## config.mk

```make
export PLATFORM = sky130hd
export DESIGN_NAME = fiwc_ctrl
export DESIGN_NICKNAME = d
export VERILOG_FILES = /design/src/core/fiwc_pkg.sv /design/src/core/fiwc_ctrl.sv
export SDC_FILE = /design/constraint.sdc
export NUM_CORES = 1
export LEC_CHECK = 0
export BUFFER_PORTS_ARGS = -buffer_cell sky130_fd_sc_hd__buf_4
export CAP_MARGIN = 25
export CORE_UTILIZATION = 45
export CTS_CLUSTER_SIZE = 28
export DETAILED_ROUTE_END_ITERATION = 10
export PLACE_DENSITY = 0.79
export SETUP_SLACK_MARGIN = 0.3
export SYNTH_ARGS = -nofsm -noshare
export SYNTH_HDL_FRONTEND = slang
export SYNTH_SLANG_ARGS = --single-unit
```

## constraint.sdc

```tcl
create_clock -name i_ref_clk -period 3.5 [get_ports i_ref_clk]
set_input_delay 0.175 -clock i_ref_clk [delete_from_list [all_inputs] [get_ports i_ref_clk]]
set_output_delay 0.175 -clock i_ref_clk [all_outputs]
set_load 0.1 [all_outputs]
```

## src/core/fiwc_pkg.sv

```systemverilog
/*
  Constants for the in-application flash write controller: special register
  addresses, write keys, flash region bounds, reset values and watchdog times.
  Assumes a 100 MHz system clock and a 16-bit program address space.
*/
package fiwc_pkg;
  // special register addresses
  localparam logic [7:0] SFR_SW_COMMAND = 8'h97;
  localparam logic [7:0] SFR_WRITE_ENABLE_KEYS = 8'hC9;
  localparam logic [7:0] SFR_BANDGAP_CFG = 8'hF5;
  localparam logic [7:0] SFR_CFG_LOW = 8'hF6;
  localparam logic [7:0] SFR_AUX_CONTROL_TWO = 8'hF7;

  // write keys
  localparam logic [7:0] KEY_ALL_AREA = 8'h65;
  localparam logic [7:0] KEY_SOFT_RESET = 8'h56;
  localparam logic [7:0] KEY_FLASH_WE = 8'h47;
  localparam logic [7:0] KEY_EEPROM_WE = 8'hE2;

  // field positions
  localparam int WEK_FLASH_BIT = 7;
  localparam int WEK_TIMEOUT_BIT = 6;
  localparam int WEK_EEPROM_BIT = 5;
  localparam int AUXILIARY_CONTROL_TWO_SEL_LSB = 1;
  localparam int CFGH_LOCK_BIT = 1;
  localparam logic [7:0] AUXILIARY_CONTROL_TWO_WRITE_MASK = 8'hF7;
  localparam logic [7:0] AUXILIARY_CONTROL_TWO_RESET = 8'h06;

  // flash regions
  localparam logic [15:0] LOCK_REGION_END = 16'h01FF;
  localparam logic [15:0] ALL_REGION_END = 16'h3EFF;
  localparam logic [15:0] FREE_REGION_END = 16'h3FF7;
  localparam logic [15:0] CFG_REGION_START = 16'h3FF8;
  localparam logic [15:0] CFG_WORD_HIGH_ADDR = 16'h3FFF;
  localparam logic [15:0] CFG_BANDGAP_ADDR = 16'h3FFB;
  localparam logic [15:0] CFG_LOW_ADDR = 16'h3FFD;
  localparam logic [15:0] DEF_LARGE_START = 16'h3000;
  localparam logic [15:0] DEF_LARGE_END = 16'h3FEF;
  localparam logic [15:0] DEF_SMALL_START = 16'h1000;
  localparam logic [15:0] DEF_SMALL_END = 16'h1FEF;
  localparam logic [15:0] EEPROM_START = 16'hEE00;
  localparam logic [15:0] EEPROM_END = 16'hEEFE;

  // watchdog times
  localparam int CLK_PERIOD_NS = 10;
  localparam int TMO_SHORT_NS = 900_000;
  localparam int TMO_MID_NS = 3_600_000;
  localparam int TMO_LONG_NS = 7_200_000;
  localparam int TMO_SHORT_CYC = TMO_SHORT_NS / CLK_PERIOD_NS;
  localparam int TMO_MID_CYC = TMO_MID_NS / CLK_PERIOD_NS;
  localparam int TMO_LONG_CYC = TMO_LONG_NS / CLK_PERIOD_NS;
  localparam int WD_W = 20;

  typedef enum logic [1:0] {
    FIWC_LOAD,
    FIWC_IDLE,
    FIWC_PROG
  } fiwc_state_t;
endpackage

```

## src/core/fiwc_ctrl.sv

```systemverilog
/*
  In-application flash write controller: configuration load after power-on,
  region permission checks for data-move and code reads, keyed write enables,
  byte program / EEPROM write with CPU stall and a selectable watchdog.
  Assumes the flash array returns read data in the same cycle as o_fl_rd and
  reports the end of a program or EEPROM write on i_prog_done.
*/
// Overview of operation
// (RL1) after power-on reset, copy last eight flash bytes into control registers; the code reads all eight but keeps only 3FFBh, 3FFDh and 3FFFh
// (RL2) default data region is 3000h-3FEFh large, 1000h-1FEFh small variant
// (RL3) software writes are single-byte programs, never preceded by a page erase
// (RL4) lowest 512 bytes: lock blocks all; unlocked allows code, data-move needs all-area
// (RL5) region 0200h-3EFFh: data-move only with all-area flag, code reads always
// (RL6) writing 65h to 97h sets all-area flag, any other value clears it
// (RL7) bit 0 of 97h reads the all-area flag, which resets to zero
// (RL8) region 3F00h-3FF7h is always open to data-move and code reads
// (RL9) 3FF8h-3FFEh data-move needs all-area flag; 3FFFh never data-move accessible
// (RL10) low config byte loads F6h, bandgap byte F5h; software writes then rule
// (RL11) data-move write to 0000h-3FFEh programs only when flash write enable set
// (RL12) during a program the CPU stalls while peripherals keep running
// (RL13) software services interrupts that went pending during the stall
// (RL14) flash reads complete without CPU wait cycles
// (RL15) C9h: 47h sets flash enable, E2h sets EEPROM enable, other clears both
// (RL16) C9h reads flash enable bit 7, timeout bit 6, EEPROM enable bit 5
// (RL17) timeout flag set on write timeout, cleared when its write enable clears
// (RL18) watchdog select: off, 0.9 ms, 3.6 ms, 7.2 ms; expiry flags and aborts
// (RL19) software keeps a boot region untouched while reprogramming
// (RL20) software clears all-area and write enables right after use
// (RL21) EEPROM writes stall and share the watchdog, gated by EEPROM enable
// (RL22) a rejected write neither stalls nor starts a program or watchdog
// (RL23) watchdog restarts at every accepted program and stops on normal completion
module fiwc_ctrl
  import fiwc_pkg::*;
#(
  parameter bit LARGE_MEM = 1'b1,
  parameter int TMO_SHORT = TMO_SHORT_CYC,
  parameter int TMO_MID = TMO_MID_CYC,
  parameter int TMO_LONG = TMO_LONG_CYC
) (
  input wire logic i_ref_clk,
  input wire logic i_sys_rst,
  input wire logic i_sfr_wr,
  input wire logic i_sfr_rd,
  input wire logic [7:0] i_sfr_addr,
  input wire logic [7:0] i_sfr_wdata,
  output logic [7:0] o_sfr_rdata,
  input wire logic i_mem_rd,
  input wire logic i_mem_wr,
  input wire logic i_mem_code,
  input wire logic [15:0] i_mem_addr,
  input wire logic [7:0] i_mem_wdata,
  output logic o_mem_rvalid,
  output logic [7:0] o_mem_rdata,
  output logic o_mem_denied,
  output logic o_mem_in_default,
  output logic o_cpu_stall,
  output logic [15:0] o_fl_addr,
  output logic o_fl_rd,
  output logic o_fl_prog,
  output logic o_ee_prog,
  output logic [7:0] o_prog_wdata,
  output logic o_prog_abort,
  input wire logic [7:0] i_fl_rdata,
  input wire logic i_prog_done,
  output logic [7:0] o_cfg_high,
  output logic [7:0] o_cfg_low,
  output logic [7:0] o_cfg_bandgap,
  output logic [7:0] o_auxiliary_control_two,
  output logic o_soft_reset_req
);

  typedef struct packed {
    fiwc_state_t st;
    logic [2:0] ld_idx;
    logic ld_done;
    logic all_area;
    logic fl_we;
    logic ee_we;
    logic tmo;
    logic [7:0] auxiliary_control_two;
    logic [7:0] cfg_high;
    logic [7:0] cfg_low;
    logic [7:0] cfg_bg;
    logic [WD_W-1:0] wd_cnt;
    logic stall;
    logic [15:0] fl_addr;
    logic fl_rd;
    logic fl_prog;
    logic ee_prog;
    logic [7:0] wdata;
    logic abort;
    logic [7:0] sfr_rdata;
    logic rvalid;
    logic [7:0] rdata;
    logic denied;
    logic in_default;
    logic soft_rst;
  } fiwc_regs_t;

  fiwc_regs_t cur_ff;
  fiwc_regs_t nxt_cur;

  // data-move permission per region
  function automatic logic movx_ok(input logic [15:0] a, input logic lock, input logic all);
    if (a <= LOCK_REGION_END) begin
      movx_ok = !lock && all; // RL4
    end else if (a <= ALL_REGION_END) begin
      movx_ok = all; // RL5
    end else if (a <= FREE_REGION_END) begin
      movx_ok = 1'b1; // RL8
    end else if (a < CFG_WORD_HIGH_ADDR) begin
      movx_ok = all; // RL9
    end else begin
      movx_ok = 1'b0; // RL9
    end
  endfunction

  // code-read permission: only the lowest region can refuse
  function automatic logic code_ok(input logic [15:0] a, input logic lock);
    code_ok = (a > LOCK_REGION_END) || !lock; // RL4
  endfunction

  function automatic logic in_default(input logic [15:0] a);
    if (LARGE_MEM) begin
      in_default = (a >= DEF_LARGE_START) && (a <= DEF_LARGE_END); // RL2
    end else begin
      in_default = (a >= DEF_SMALL_START) && (a <= DEF_SMALL_END); // RL2
    end
  endfunction

  logic [WD_W-1:0] wd_limit;
  logic lock;
  logic is_flash;
  logic is_eeprom;
  logic [1:0] wd_sel;

  assign wd_sel = cur_ff.auxiliary_control_two[AUXILIARY_CONTROL_TWO_SEL_LSB +: 2];
  assign lock = cur_ff.cfg_high[CFGH_LOCK_BIT];
  assign is_flash = i_mem_addr < CFG_WORD_HIGH_ADDR || i_mem_addr == CFG_WORD_HIGH_ADDR;
  assign is_eeprom = (i_mem_addr >= EEPROM_START) && (i_mem_addr <= EEPROM_END)
                     && !i_mem_addr[0];

  always_comb begin
    case (wd_sel)
      2'b01: wd_limit = WD_W'(TMO_SHORT); // RL18
      2'b10: wd_limit = WD_W'(TMO_MID); // RL18
      2'b11: wd_limit = WD_W'(TMO_LONG); // RL18
      default: wd_limit = '0;
    endcase
  end

  always_comb begin
    nxt_cur = cur_ff;
    nxt_cur.fl_rd = 1'b0;
    nxt_cur.fl_prog = 1'b0;
    nxt_cur.ee_prog = 1'b0;
    nxt_cur.abort = 1'b0;
    nxt_cur.rvalid = 1'b0;
    nxt_cur.denied = 1'b0;
    nxt_cur.soft_rst = 1'b0;

    // register reads, one cycle behind the strobe
    nxt_cur.sfr_rdata = 8'h00;
    if (i_sfr_rd) begin
      case (i_sfr_addr)
        SFR_SW_COMMAND: nxt_cur.sfr_rdata = {7'h00, cur_ff.all_area}; // RL7
        SFR_WRITE_ENABLE_KEYS: begin
          nxt_cur.sfr_rdata[WEK_FLASH_BIT] = cur_ff.fl_we; // RL16
          nxt_cur.sfr_rdata[WEK_TIMEOUT_BIT] = cur_ff.tmo; // RL16
          nxt_cur.sfr_rdata[WEK_EEPROM_BIT] = cur_ff.ee_we; // RL16
        end
        SFR_BANDGAP_CFG: nxt_cur.sfr_rdata = cur_ff.cfg_bg;
        SFR_CFG_LOW: nxt_cur.sfr_rdata = cur_ff.cfg_low;
        SFR_AUX_CONTROL_TWO: nxt_cur.sfr_rdata = cur_ff.auxiliary_control_two;
        default: nxt_cur.sfr_rdata = 8'h00;
      endcase
    end

    // register writes; the timeout set below wins over a clear here
    if (i_sfr_wr) begin
      case (i_sfr_addr)
        SFR_SW_COMMAND: begin
          nxt_cur.all_area = (i_sfr_wdata == KEY_ALL_AREA); // RL6
          nxt_cur.soft_rst = (i_sfr_wdata == KEY_SOFT_RESET);
        end
        SFR_WRITE_ENABLE_KEYS: begin
          if (i_sfr_wdata == KEY_FLASH_WE) begin
            nxt_cur.fl_we = 1'b1; // RL15
          end else if (i_sfr_wdata == KEY_EEPROM_WE) begin
            nxt_cur.ee_we = 1'b1; // RL15
          end else begin
            nxt_cur.fl_we = 1'b0; // RL15
            nxt_cur.ee_we = 1'b0; // RL15
            nxt_cur.tmo = 1'b0; // RL17
          end
        end
        SFR_BANDGAP_CFG: nxt_cur.cfg_bg = i_sfr_wdata; // RL10
        SFR_CFG_LOW: nxt_cur.cfg_low = i_sfr_wdata; // RL10
        SFR_AUX_CONTROL_TWO: nxt_cur.auxiliary_control_two = i_sfr_wdata & AUXILIARY_CONTROL_TWO_WRITE_MASK;
        default: ;
      endcase
    end

    // flash data is taken in the same cycle as the read strobe: no wait states
    if (cur_ff.fl_rd && cur_ff.st == FIWC_LOAD) begin
      case (cur_ff.fl_addr)
        CFG_BANDGAP_ADDR: nxt_cur.cfg_bg = i_fl_rdata; // RL10
        CFG_LOW_ADDR: nxt_cur.cfg_low = i_fl_rdata; // RL10
        CFG_WORD_HIGH_ADDR: nxt_cur.cfg_high = i_fl_rdata; // RL1
        default: ;
      endcase
    end else if (cur_ff.fl_rd) begin
      nxt_cur.rvalid = 1'b1; // RL14
      nxt_cur.rdata = i_fl_rdata; // RL14
    end

    case (cur_ff.st)
      FIWC_LOAD: begin
        // CPU held off until the whole configuration word is in
        nxt_cur.stall = 1'b1; // RL1
        if (!cur_ff.ld_done) begin
          nxt_cur.fl_rd = 1'b1; // RL1
          nxt_cur.fl_addr = CFG_REGION_START | {13'h0000, cur_ff.ld_idx}; // RL1
          nxt_cur.ld_idx = cur_ff.ld_idx + 3'd1;
          nxt_cur.ld_done = (cur_ff.ld_idx == 3'd7);
        end else if (cur_ff.fl_rd && cur_ff.fl_addr == CFG_WORD_HIGH_ADDR) begin
          nxt_cur.st = FIWC_IDLE;
          nxt_cur.stall = 1'b0;
        end
      end
      FIWC_IDLE: begin
        nxt_cur.stall = 1'b0;
        if (i_mem_wr) begin
          nxt_cur.in_default = in_default(i_mem_addr);
          if (is_flash && i_mem_addr != CFG_WORD_HIGH_ADDR
              && movx_ok(i_mem_addr, lock, cur_ff.all_area) && cur_ff.fl_we) begin
            // single byte program, no erase step exists
            nxt_cur.fl_prog = 1'b1; // RL3 RL11
            nxt_cur.fl_addr = i_mem_addr;
            nxt_cur.wdata = i_mem_wdata;
            nxt_cur.stall = 1'b1; // RL12
            nxt_cur.wd_cnt = '0; // RL23
            nxt_cur.st = FIWC_PROG;
          end else if (is_eeprom && cur_ff.ee_we) begin
            nxt_cur.ee_prog = 1'b1; // RL21
            nxt_cur.fl_addr = i_mem_addr;
            nxt_cur.wdata = i_mem_wdata;
            nxt_cur.stall = 1'b1; // RL21
            nxt_cur.wd_cnt = '0; // RL23
            nxt_cur.st = FIWC_PROG;
          end else begin
            // dropped: no stall, no program, watchdog untouched
            nxt_cur.denied = 1'b1; // RL22
          end
        end else if (i_mem_rd && is_flash) begin
          nxt_cur.in_default = in_default(i_mem_addr);
          if (i_mem_code ? code_ok(i_mem_addr, lock)
                         : movx_ok(i_mem_addr, lock, cur_ff.all_area)) begin
            nxt_cur.fl_rd = 1'b1; // RL14
            nxt_cur.fl_addr = i_mem_addr;
          end else begin
            nxt_cur.rvalid = 1'b1;
            nxt_cur.rdata = 8'h00;
            nxt_cur.denied = 1'b1;
          end
        end
      end
      FIWC_PROG: begin
        // peripherals are outside and run on; only the CPU waits
        nxt_cur.stall = 1'b1; // RL12
        nxt_cur.wd_cnt = cur_ff.wd_cnt + WD_W'(1); // RL23
        if (i_prog_done) begin
          nxt_cur.st = FIWC_IDLE; // RL23
          nxt_cur.stall = 1'b0; // RL12
        end else if (wd_sel != 2'b00 && cur_ff.wd_cnt == wd_limit - WD_W'(1)) begin
          nxt_cur.tmo = 1'b1; // RL17 RL18
          nxt_cur.abort = 1'b1; // RL18
          nxt_cur.st = FIWC_IDLE; // RL18
          nxt_cur.stall = 1'b0;
        end
      end
      default: nxt_cur.st = FIWC_IDLE;
    endcase
  end

  always_ff @(posedge i_ref_clk) begin
    if (i_sys_rst) begin
      cur_ff <= '0;
      cur_ff.st <= FIWC_LOAD; // RL1
      cur_ff.auxiliary_control_two <= AUXILIARY_CONTROL_TWO_RESET;
      cur_ff.stall <= 1'b1;
    end else begin
      cur_ff <= nxt_cur;
    end
  end

  assign o_sfr_rdata = cur_ff.sfr_rdata;
  assign o_mem_rvalid = cur_ff.rvalid;
  assign o_mem_rdata = cur_ff.rdata;
  assign o_mem_denied = cur_ff.denied;
  assign o_mem_in_default = cur_ff.in_default;
  assign o_cpu_stall = cur_ff.stall;
  assign o_fl_addr = cur_ff.fl_addr;
  assign o_fl_rd = cur_ff.fl_rd;
  assign o_fl_prog = cur_ff.fl_prog;
  assign o_ee_prog = cur_ff.ee_prog;
  assign o_prog_wdata = cur_ff.wdata;
  assign o_prog_abort = cur_ff.abort;
  assign o_cfg_high = cur_ff.cfg_high;
  assign o_cfg_low = cur_ff.cfg_low;
  assign o_cfg_bandgap = cur_ff.cfg_bg;
  assign o_auxiliary_control_two = cur_ff.auxiliary_control_two;
  assign o_soft_reset_req = cur_ff.soft_rst;

endmodule

```

* Word level (Yosys, flattened, before mapping)
Index checks and enable logic that the tools add are counted.
Operators by class: $add $sub $neg 3, order comparisons 9, eq/ne operators 31, muxes and demuxes 67, bitwise operators 8, reduce and logical (&&, ||, !) cells 40
Operators with widths (number):
- $mux 37 | 2
- $eq 16x14->1 const B | 4
- $pmux 20 s3 | 1
- $mux 17 | 3
- $eq 8x8->1 const B | 6
- $le 16x14->1 const B | 3
- $mux 16 | 3
- $mux 8 | 6
- $mux 9 | 5
- $pmux 20 s2 | 1
- $pmux 17 s2 | 1
- $mux 1 | 29
- $eq 8x7->1 const B | 3
- $mux 11 | 2
- $mux 21 | 1
- $add 20x1->20 const B | 1
- $eq 20x20->1 | 1
- $pmux 5 s4 | 1
- $sub 20x1->20 const B | 1
- $ge 16x14->1 const B | 1
- $ge 16x16->1 const B | 1
- $gt 16x9->1 const B | 1
- $le 16x16->1 const B | 1
- $le 16x9->1 const B | 1
- other kinds (28) | 79
Word-level totals: register bits after elaboration 110, input bits 56, output and inout bits 81, logic and storage cells 183

* Longest topological paths before layout
Gate-level depths: netlist of run 1.
depth in word-level cells 13, gate-level depth with buffers 9, gate-level depth less buffers 8

* Least setup slack after synthesis of run 1
No wires, ideal clock.
kind flip-flop to flip-flop, start point register cur_ff (netlist bit o_auxiliary_control_two[1]), end point register cur_ff[110] (netlist bit), library setup time 0.116 ns, data arrival time 2.538 ns, required time 3.384 ns, slack 0.846 ns, stages on the path, launching flop included 9, path buffers 0, period minus slack after synthesis 2.654 ns, path through dfxtp_1 -> inv_1 -> ha_1 -> xor2_1 -> or4b_2 -> a2111oi_0 -> nor2_1 -> or3_1 -> and3_1
Between the ends: longest elaborated chain between the ends 7, elaborated cells between the ends (all ways) 10, classes of those cells add/sub: 1; eq/ne: 5; mux: 1; reduce/logical: 3
Ends and longest elaborated chain:
- from (decl) | line fiwc_ctrl.sv:100 | fiwc_regs_t cur_ff;
- from (signal assigned) | line fiwc_ctrl.sv:293 | cur_ff <= nxt_cur;
- $eq 2x2->1 or $eq 2x1->1 (tied branches) | line fiwc_ctrl.sv:144 | case (wd_sel)
- $pmux 20 s3 | line fiwc_ctrl.sv:144
- $sub 20x1->20 | line fiwc_ctrl.sv:275 | end else if (wd_sel != 2'b00 && cur_ff.wd_cnt == wd_limit - WD_W'(1)) begin
- $eq 20x20->1 | line fiwc_ctrl.sv:275
- $logic_and 1x1->1 * | line fiwc_ctrl.sv:275
- $ne 3x3->1 (no source line) *
- $reduce_and 5->1 (no source line) *
Every way passes the cells marked *; elsewhere a longest branch is shown, timed or not. A chain may end at the register's enable or synchronous reset.

* Worst setup path in the final report of run 1
Same ends and word-level chain as after synthesis.

==> results.py, run 1 <==
metrics = {
    "critical_path": {
        "cp-startpoint": "o_auxiliary_control_two[1]$_SDFFE_PP1P_",
        "critical_path.startpoint_type": "flip-flop",
        "cp_data_required_time_ns": 3.75,
        "cp-end-kind": "flip-flop",
        "crit_arrival_ns": 3.15,
        "r2r-start": "o_auxiliary_control_two[1]$_SDFFE_PP1P_",
        "reg2reg_slack_ns": 0.60,
        "timing.setup.critical_path_class": "flip-flop to flip-flop",
        "critical_path.max_fanout": 8,
    },
    "sta": {
        "period_share_pct": 82.8,
        "fin_ws_ns": 0.603,
        "worstMarginPinSlew_ns": 0.830,
        "fin_worst_skew_ns": 0.00575,
        "finalCriticalPeriod_ns": 2.90,
        "final_report_setup_violation_count": 0,
        "hold_violations": 0,
        "setup-tns-final_ns": 0,
        "fin_worst_hold_slack_ns": 0.0416,
        "maxSlewHeadroom_pct": 44.1,
        "grt_setup_unrepaired": "false",
        "achievable-frequency_mhz": 345,
        "final_max_slew_viol_count": 0,
    },
    "global_route": {
        "global_route_usage_sum_pct": 22.4,
        "antenna_violations_before_repair": 0,
        "maximum_number_of_pins_on_one_net_before_global_route_repair": 71,
        "vias_in_the_first_global_route": 4724,
        "grt_first_pass_wirelength_um": 23900,
        "gr-total-overflow": 0,
    },
    "final_layout": {
        "area_growth_pct": 15.7,
        "drive_gt1_share_pct": 24.4,
        "num_antenna_cells": 0,
        "fill_cells": 1241,
        "final_common_cell": "sky130_fd_sc_hd__buf_4",
        "mostFrequentLayoutCells": "146 x sky130_fd_sc_hd__buf_4, 110 x sky130_fd_sc_hd__dfxtp_1, 67 x sky130_fd_sc_hd__nor2_1, 52 x sky130_fd_sc_hd__nand2_1, 52 x sky130_fd_sc_hd__a21oi_1",
        "final_cells": 922,
        "layout.nets": 813,
    },
    "cts": {
        "cts-buffers-inserted": 9,
        "clock_transition_at_the_registers_of_the_reported_paths_ns": 0.08,
        "cts_setup_buffers": 0,
        "clock_insertion_delay_worst_skew_ns": 0.35,
        "cts_root_buf": "sky130_fd_sc_hd__clkbuf_16",
        "cts.htree.levels": 3,
        "cts_hold_buf": 0,
        "clk_buf_depth": 2,
        "tritoncts": "yes",
        "cts.sink_count": 110,
    },
    "floorplan": {
        "dieHeight_um": 117,
        "io_pins": 137,
        "floorplan.initialDensity_pct": 46.6,
        "die_width_um": 117,
        "coreArea_um2": 12700,
        "site_row_count": 41,
        "floorplan.die_area_um2": 13600,
    },
    "logic_synthesis": {
        "post_synth.cell_area_avg_um2": 8.55,
        "synth-seq-cells": 110,
        "post_synth_instance_area_um2": 5920,
        "synth_seq_area_share_pct": 37.2,
        "synthesis.yosys.warnings": 0,
        "count_of_flip_flops_with_a_built_in_enable_after_synthesis": 0,
        "synth_async_sr_flop_share_pct": 0,
        "synth_ff_type": "sky130_fd_sc_hd__dfxtp_1",
        "net_count_synth": 761,
        "synth_cells": 693,
        "synthDistinctLibCells": 65,
    },
    "power_and_ir_drop": {
        "power_leakage_nw": 2.68,
        "power.total_mw": 2.84,
        "worst_ir_drop_vdd_v": 0.000239,
        "power-per-cell-area_nw_per_um2": 414,
    },
    "hold_path": {
        "worstHoldStart": "i_sys_rst",
        "min-delay-path-class": "primary input to flip-flop",
    },
    "drt": {
        "vias": 5258,
        "wl_um": 15100,
        "viasPerCell": 5.70,
        "drt_pre_antenna_iters": 8,
        "routed_wire_length_per_instance_um": 16.3,
        "ant_nets": 0,
        "drt_iter0_drc": 350,
        "drc_errors": 0,
    },
    "place": {
        "post-place-ws_ns": 0.540,
        "gpl.final_weighted_congestion": 0.942,
        "placedCellCount": 906,
        "io_buffer_count": 135,
        "detailedPlacementHpwl_um": 11000,
    },
    "run": {
        "cap_viol_max_count": 0,
    },
    "status": {
        "status": "finished, final reports clean",
    },
}
-- layer usage --
metal,up-vias,GRT usage (%),share of wire [%]
li1,2561,-,-
met1,2478,29.6,45
met2,197,35.7,45
met3,22,5.81,8.0
met4,0,7.34,2.0
met5,-,0,0
-- synth_stat cells, types with 8 or more instances --
| library cell | instances | area [um2] |
|---|---|---|
| sky130_fd_sc_hd__or4_1 | 12 | 90.1 |
| sky130_fd_sc_hd__buf_4 | 72 | 541 |
| sky130_fd_sc_hd__nor2b_1 | 8 | 50.1 |
| sky130_fd_sc_hd__nand4_1 | 16 | 100 |
| sky130_fd_sc_hd__a211oi_1 | 21 | 158 |
| sky130_fd_sc_hd__a21oi_1 | 52 | 260 |
| sky130_fd_sc_hd__a311oi_1 | 10 | 87.6 |
| sky130_fd_sc_hd__dfxtp_1 | 110 | 2200 |
| sky130_fd_sc_hd__ha_1 | 12 | 150 |
| sky130_fd_sc_hd__nand2_1 | 52 | 195 |
| sky130_fd_sc_hd__o31ai_1 | 14 | 105 |
| sky130_fd_sc_hd__o21ai_0 | 23 | 115 |
| sky130_fd_sc_hd__clkbuf_1 | 21 | 78.8 |
| sky130_fd_sc_hd__nor3_1 | 12 | 60.1 |
| sky130_fd_sc_hd__nor2_1 | 67 | 251 |
| sky130_fd_sc_hd__mux2i_1 | 32 | 320 |
| sky130_fd_sc_hd__inv_1 | 16 | 60.1 |
| sky130_fd_sc_hd__nand3_1 | 23 | 115 |
-- report_power, final --
part	total [mW]	internal, mW	leakage (nW)	switching [mW]
clock network	1.06	0.580	0.149	0.481
logic	0.463	0.131	1.64	0.332
registers	1.31	1.28	0.892	0.0307
total	2.84	1.99	2.68	0.844
-- critical path: stages, from the launching register on --
cell	delay, ns
sky130_fd_sc_hd__dfxtp_1	0.50
sky130_fd_sc_hd__inv_1	0.11
sky130_fd_sc_hd__ha_1	0.24
sky130_fd_sc_hd__xor2_1	0.16
sky130_fd_sc_hd__or4b_2	0.62
sky130_fd_sc_hd__a2111oi_1	0.45
sky130_fd_sc_hd__nor2_1	0.17
sky130_fd_sc_hd__or3_1	0.39
sky130_fd_sc_hd__and3_1	0.17
-- repair_timing --
action | CTS | global route
endpoints found under the hold margin | 0 | 0
gates resized for setup | 0 | 1
endpoints found under the setup margin | 0 | 2
-- layout make-up --
type                            count  area, um2  share of cell area (%)
Multi-Input combinational cell    462       2970                    43.3
Tap cell                          172        215                    3.14
Clock inverter                      6       68.8                    1.00
Timing Repair Buffer              146       1100                    16.0
Inverter                           16       60.1                   0.877
Sequential cell                   110       2200                    32.1
Clock buffer                       10        239                    3.49
-- registers in the layout, summed over array words and instances, names as in the netlist, 7 cells and up --
register and flops:
o_fl_addr 16, o_cfg_bandgap 8, o_cfg_high 8, cur_ff 30, o_prog_wdata 8, o_sfr_rdata 8, o_mem_rdata 8, o_cfg_low 8
o_auxiliary_control_two 7
-- kinds of logic (layout without fill, tap and decap cells) --
group           count (synthesis)  count (layout)  synth area share, %
buf+inv                       121             178                 12.7
fa+ha+maj                      12              12                 2.53
compound gates                160             160                 18.3
xor+xnor                        5               5                0.739
mux                            39              39                 6.74
flops                         110             110                 37.2
simple gates                  245             245                 21.7
other cells                     1               1               0.0633
-- worst paths after layout --
| kind | cells past startpoint | end |
|---|---|---|
| worst max-delay path | 8 | cur_ff[110]$_SDFFE_PP0P_ |
| worst min-delay path | 2 | o_auxiliary_control_two[5]$_SDFFE_PP0P_ |
| worst max register to register | 8 | cur_ff[110]$_SDFFE_PP0P_ |
| worst min register to register | 2 | o_mem_rdata[6]$_SDFF_PP0_ |
-- per-stage QoR --
| stage | instance area, um2 | util (%) |
|---|---|---|
| 2_1_floorplan | 5920 | - |
| 3_3_place_gp | 6540 | 51.4 |
| 3_5_place_dp | 6540 | 51.4 |
| 4_1_cts | 6850 | 53.8 |
| 5_1_grt | 6850 | 53.8 |
| 6_report | 6850 | 53.8 |
(Power assumes the default switching activity.)
==> inputs of run 2 (changes only) <==
==> constraint.sdc (replaced) <==
create_clock -name i_ref_clk -period 2.8 [get_ports i_ref_clk]
set_input_delay 0.14 -clock i_ref_clk [delete_from_list [all_inputs] [get_ports i_ref_clk]]
set_output_delay 0.14 -clock i_ref_clk [all_outputs]
set_load 0.1 [all_outputs]
==> run 2 against run 1 <==
Sequential share of layout area decreased by 0.62 points. Worst hold slack got worse by 0.027 ns. Combinational power increased by 26%. Routed wire length decreased by 0.88%. Clock power increased by 33%. Sequential cell count unchanged. Cell count increased by 1.4%. Utilization increased by 1.2 points. Via count about the same. Register-to-register slack got worse by 0.20 ns. Setup slack got worse by 0.20 ns. Largest cell class unchanged.
==> results.py, run 2 (synthesized netlist as in run 1, its figures left out) <==
metrics = {
    "status": {
        "status": "finished, final reports clean",
    },
    "critical_path": {
        "category_of_cells_accounting_for_the_largest_share_of_critical_path_delay": "simple AND/OR/NAND/NOR gates",
        "crit_arrival_ns": 2.65,
        "terminus_of_the_critical_flop_to_flop_path": "cur_ff[110]$_SDFFE_PP0P_",
        "critical_path.startpoint_type": "flip-flop",
        "max_stage_delay_ns": 0.50,
        "timing.setup.critical_path_class": "flip-flop to flip-flop",
        "timing.critical_path.depth": 8,
        "critical_path.max_fanout": 4,
        "r2r-start": "o_auxiliary_control_two[2]$_SDFFE_PP1P_",
        "slowest_stage": "sky130_fd_sc_hd__or4b_4",
        "cp_data_required_time_ns": 3.05,
        "cp-end-kind": "flip-flop",
        "reg2reg_slack_ns": 0.40,
        "timing.critical_path.buf_inv": 1,
        "timing.reg2reg.worst_path_depth": 8,
        "path_cells": "inv_1 -> ha_2 -> xor2_1 -> or4b_4 -> a2111oi_4 -> nor2_2 -> or3_1 -> and3_1",
    },
    "final_layout": {
        "finish.instance_area_um2": 7000,
        "area_growth_pct": 18.2,
        "drive_gt1_share_pct": 26.3,
        "layout.nets": 826,
        "num_antenna_cells": 0,
        "postLayoutCoreUtil_pct": 55.0,
        "register_with_the_most_flip_flops": "cur_ff",
        "final_common_cell": "sky130_fd_sc_hd__buf_4",
        "mostFrequentLayoutCells": "159 x sky130_fd_sc_hd__buf_4, 108 x sky130_fd_sc_hd__dfxtp_1, 66 x sky130_fd_sc_hd__nor2_1, 52 x sky130_fd_sc_hd__nand2_1, 52 x sky130_fd_sc_hd__a21oi_1",
        "largest_register_ffs": 30,
    },
    "floorplan": {
        "site_row_count": 41,
        "io_pins": 137,
        "dieHeight_um": 117,
        "coreArea_um2": 12700,
        "floorplan.initialDensity_pct": 46.6,
        "die_width_um": 117,
        "floorplan.die_area_um2": 13600,
    },
    "global_route": {
        "grt_first_pass_wirelength_um": 23400,
        "global_route_usage_sum_pct": 22.1,
        "antenna_violations_before_repair": 0,
        "vias_in_the_first_global_route": 4681,
        "maximum_number_of_pins_on_one_net_before_global_route_repair": 45,
        "gr-total-overflow": 0,
    },
    "drt": {
        "vias": 5262,
        "routed_wire_length_per_instance_um": 16.0,
        "drc_errors": 0,
        "drt_iter0_drc": 384,
        "ant_nets": 0,
        "viasPerCell": 5.63,
        "drt_pre_antenna_iters": 5,
        "wl_um": 14900,
    },
    "cts": {
        "tritoncts": "yes",
        "cts_root_buf": "sky130_fd_sc_hd__clkbuf_16",
        "cts.sink_count": 110,
        "cts-buffers-inserted": 9,
        "clk_buf_depth": 2,
        "clock_insertion_delay_worst_skew_ns": 0.36,
        "cts.htree.levels": 3,
        "clock_transition_at_the_registers_of_the_reported_paths_ns": 0.08,
    },
    "sta": {
        "final_report_setup_violation_count": 0,
        "achievable-frequency_mhz": 417,
        "fin_worst_skew_ns": 0.00859,
        "setup-tns-final_ns": 0,
        "final_max_slew_viol_count": 0,
        "hold_violations": 0,
        "maxSlewHeadroom_pct": 50.9,
        "finalCriticalPeriod_ns": 2.40,
        "grt_setup_unrepaired": "false",
        "period_share_pct": 85.6,
        "worstMarginPinSlew_ns": 0.727,
        "fin_worst_hold_slack_ns": 0.0147,
    },
    "place": {
        "detailedPlacementHpwl_um": 11000,
        "gpl.final_weighted_congestion": 0.881,
        "place_area_um2": 6630,
        "io_buffer_count": 135,
    },
    "power_and_ir_drop": {
        "power_leakage_nw": 2.74,
        "worst_ir_drop_vdd_v": 0.000352,
        "power-per-cell-area_nw_per_um2": 519,
    },
    "hold_path": {
        "min-delay-path-class": "primary input to flip-flop",
        "holdPathEnd": "o_prog_wdata[3]$_SDFFE_PP0P_",
        "worstHoldStart": "i_mem_wdata[3]",
        "hold_path_depth": 3,
    },
    "run": {
        "cap_viol_max_count": 0,
    },
}
## run 2: area by class of cell
cell class | count | area (um2)
clock inverters | 7 | 104
fillers | 1202 | 5720
repair buffers | 159 | 1190
multi-input cells | 462 | 3000
flip-flops and latches | 110 | 2210
inverters | 16 | 60.1
well taps | 172 | 215
clock buffers | 9 | 225
## run 2: per-stage QoR
step	setup WS [ns]	std cells	total power, mW
2_1_floorplan	0.316	693	2.11
3_3_place_gp	0.228	917	2.25
3_5_place_dp	0.132	917	2.26
4_1_cts	0.399	935	3.66
5_1_grt	0.319	935	3.76
6_report	0.402	935	3.64
## run 2: power by group
| group | switching [mW] | leakage, nW | internal (mW) |
|---|---|---|---|
| Sequential | 0.0388 | 0.892 | 1.60 |
| Combinational | 0.413 | 1.70 | 0.170 |
| Clock | 0.613 | 0.155 | 0.797 |
| Total | 1.06 | 2.74 | 2.57 |
## run 2: worst max-delay path by stage
stage | endpoint | start | slack (ns)
global placement | cur_ff[110]$_SDFFE_PP0P_ | o_auxiliary_control_two[1]$_SDFFE_PP1P_ | 0.23
floorplan | cur_ff[110]$_SDFFE_PP0P_ | o_auxiliary_control_two[1]$_SDFFE_PP1P_ | 0.32
CTS | cur_ff[110]$_SDFFE_PP0P_ | o_auxiliary_control_two[2]$_SDFFE_PP1P_ | 0.40
global route | cur_ff[110]$_SDFFE_PP0P_ | o_auxiliary_control_two[2]$_SDFFE_PP1P_ | 0.32
detailed placement | cur_ff[110]$_SDFFE_PP0P_ | o_auxiliary_control_two[1]$_SDFFE_PP1P_ | 0.13
finish | cur_ff[110]$_SDFFE_PP0P_ | o_auxiliary_control_two[2]$_SDFFE_PP1P_ | 0.40
## run 2: layer usage
metal	vias to the layer above	GRT usage, %	wire [um]
met5	-	0	0
met4	0	8.19	268
met3	23	4.62	1180
met2	217	34.8	6740
met1	2426	29.9	6740
li1	2596	-	-
## run 2: tightest hold or removal path: cells and delay by family
kind	cells	cell delay (ns)
buffers and inverters	1	0.07
muxes	1	0.05
and+or+nand+nor	1	0.07
## run 2: what timing repair did
action	CTS	global route
gates resized for setup	5	0
endpoints found under the setup margin	2	0
hold buffers	0	0
setup buffers	2	0
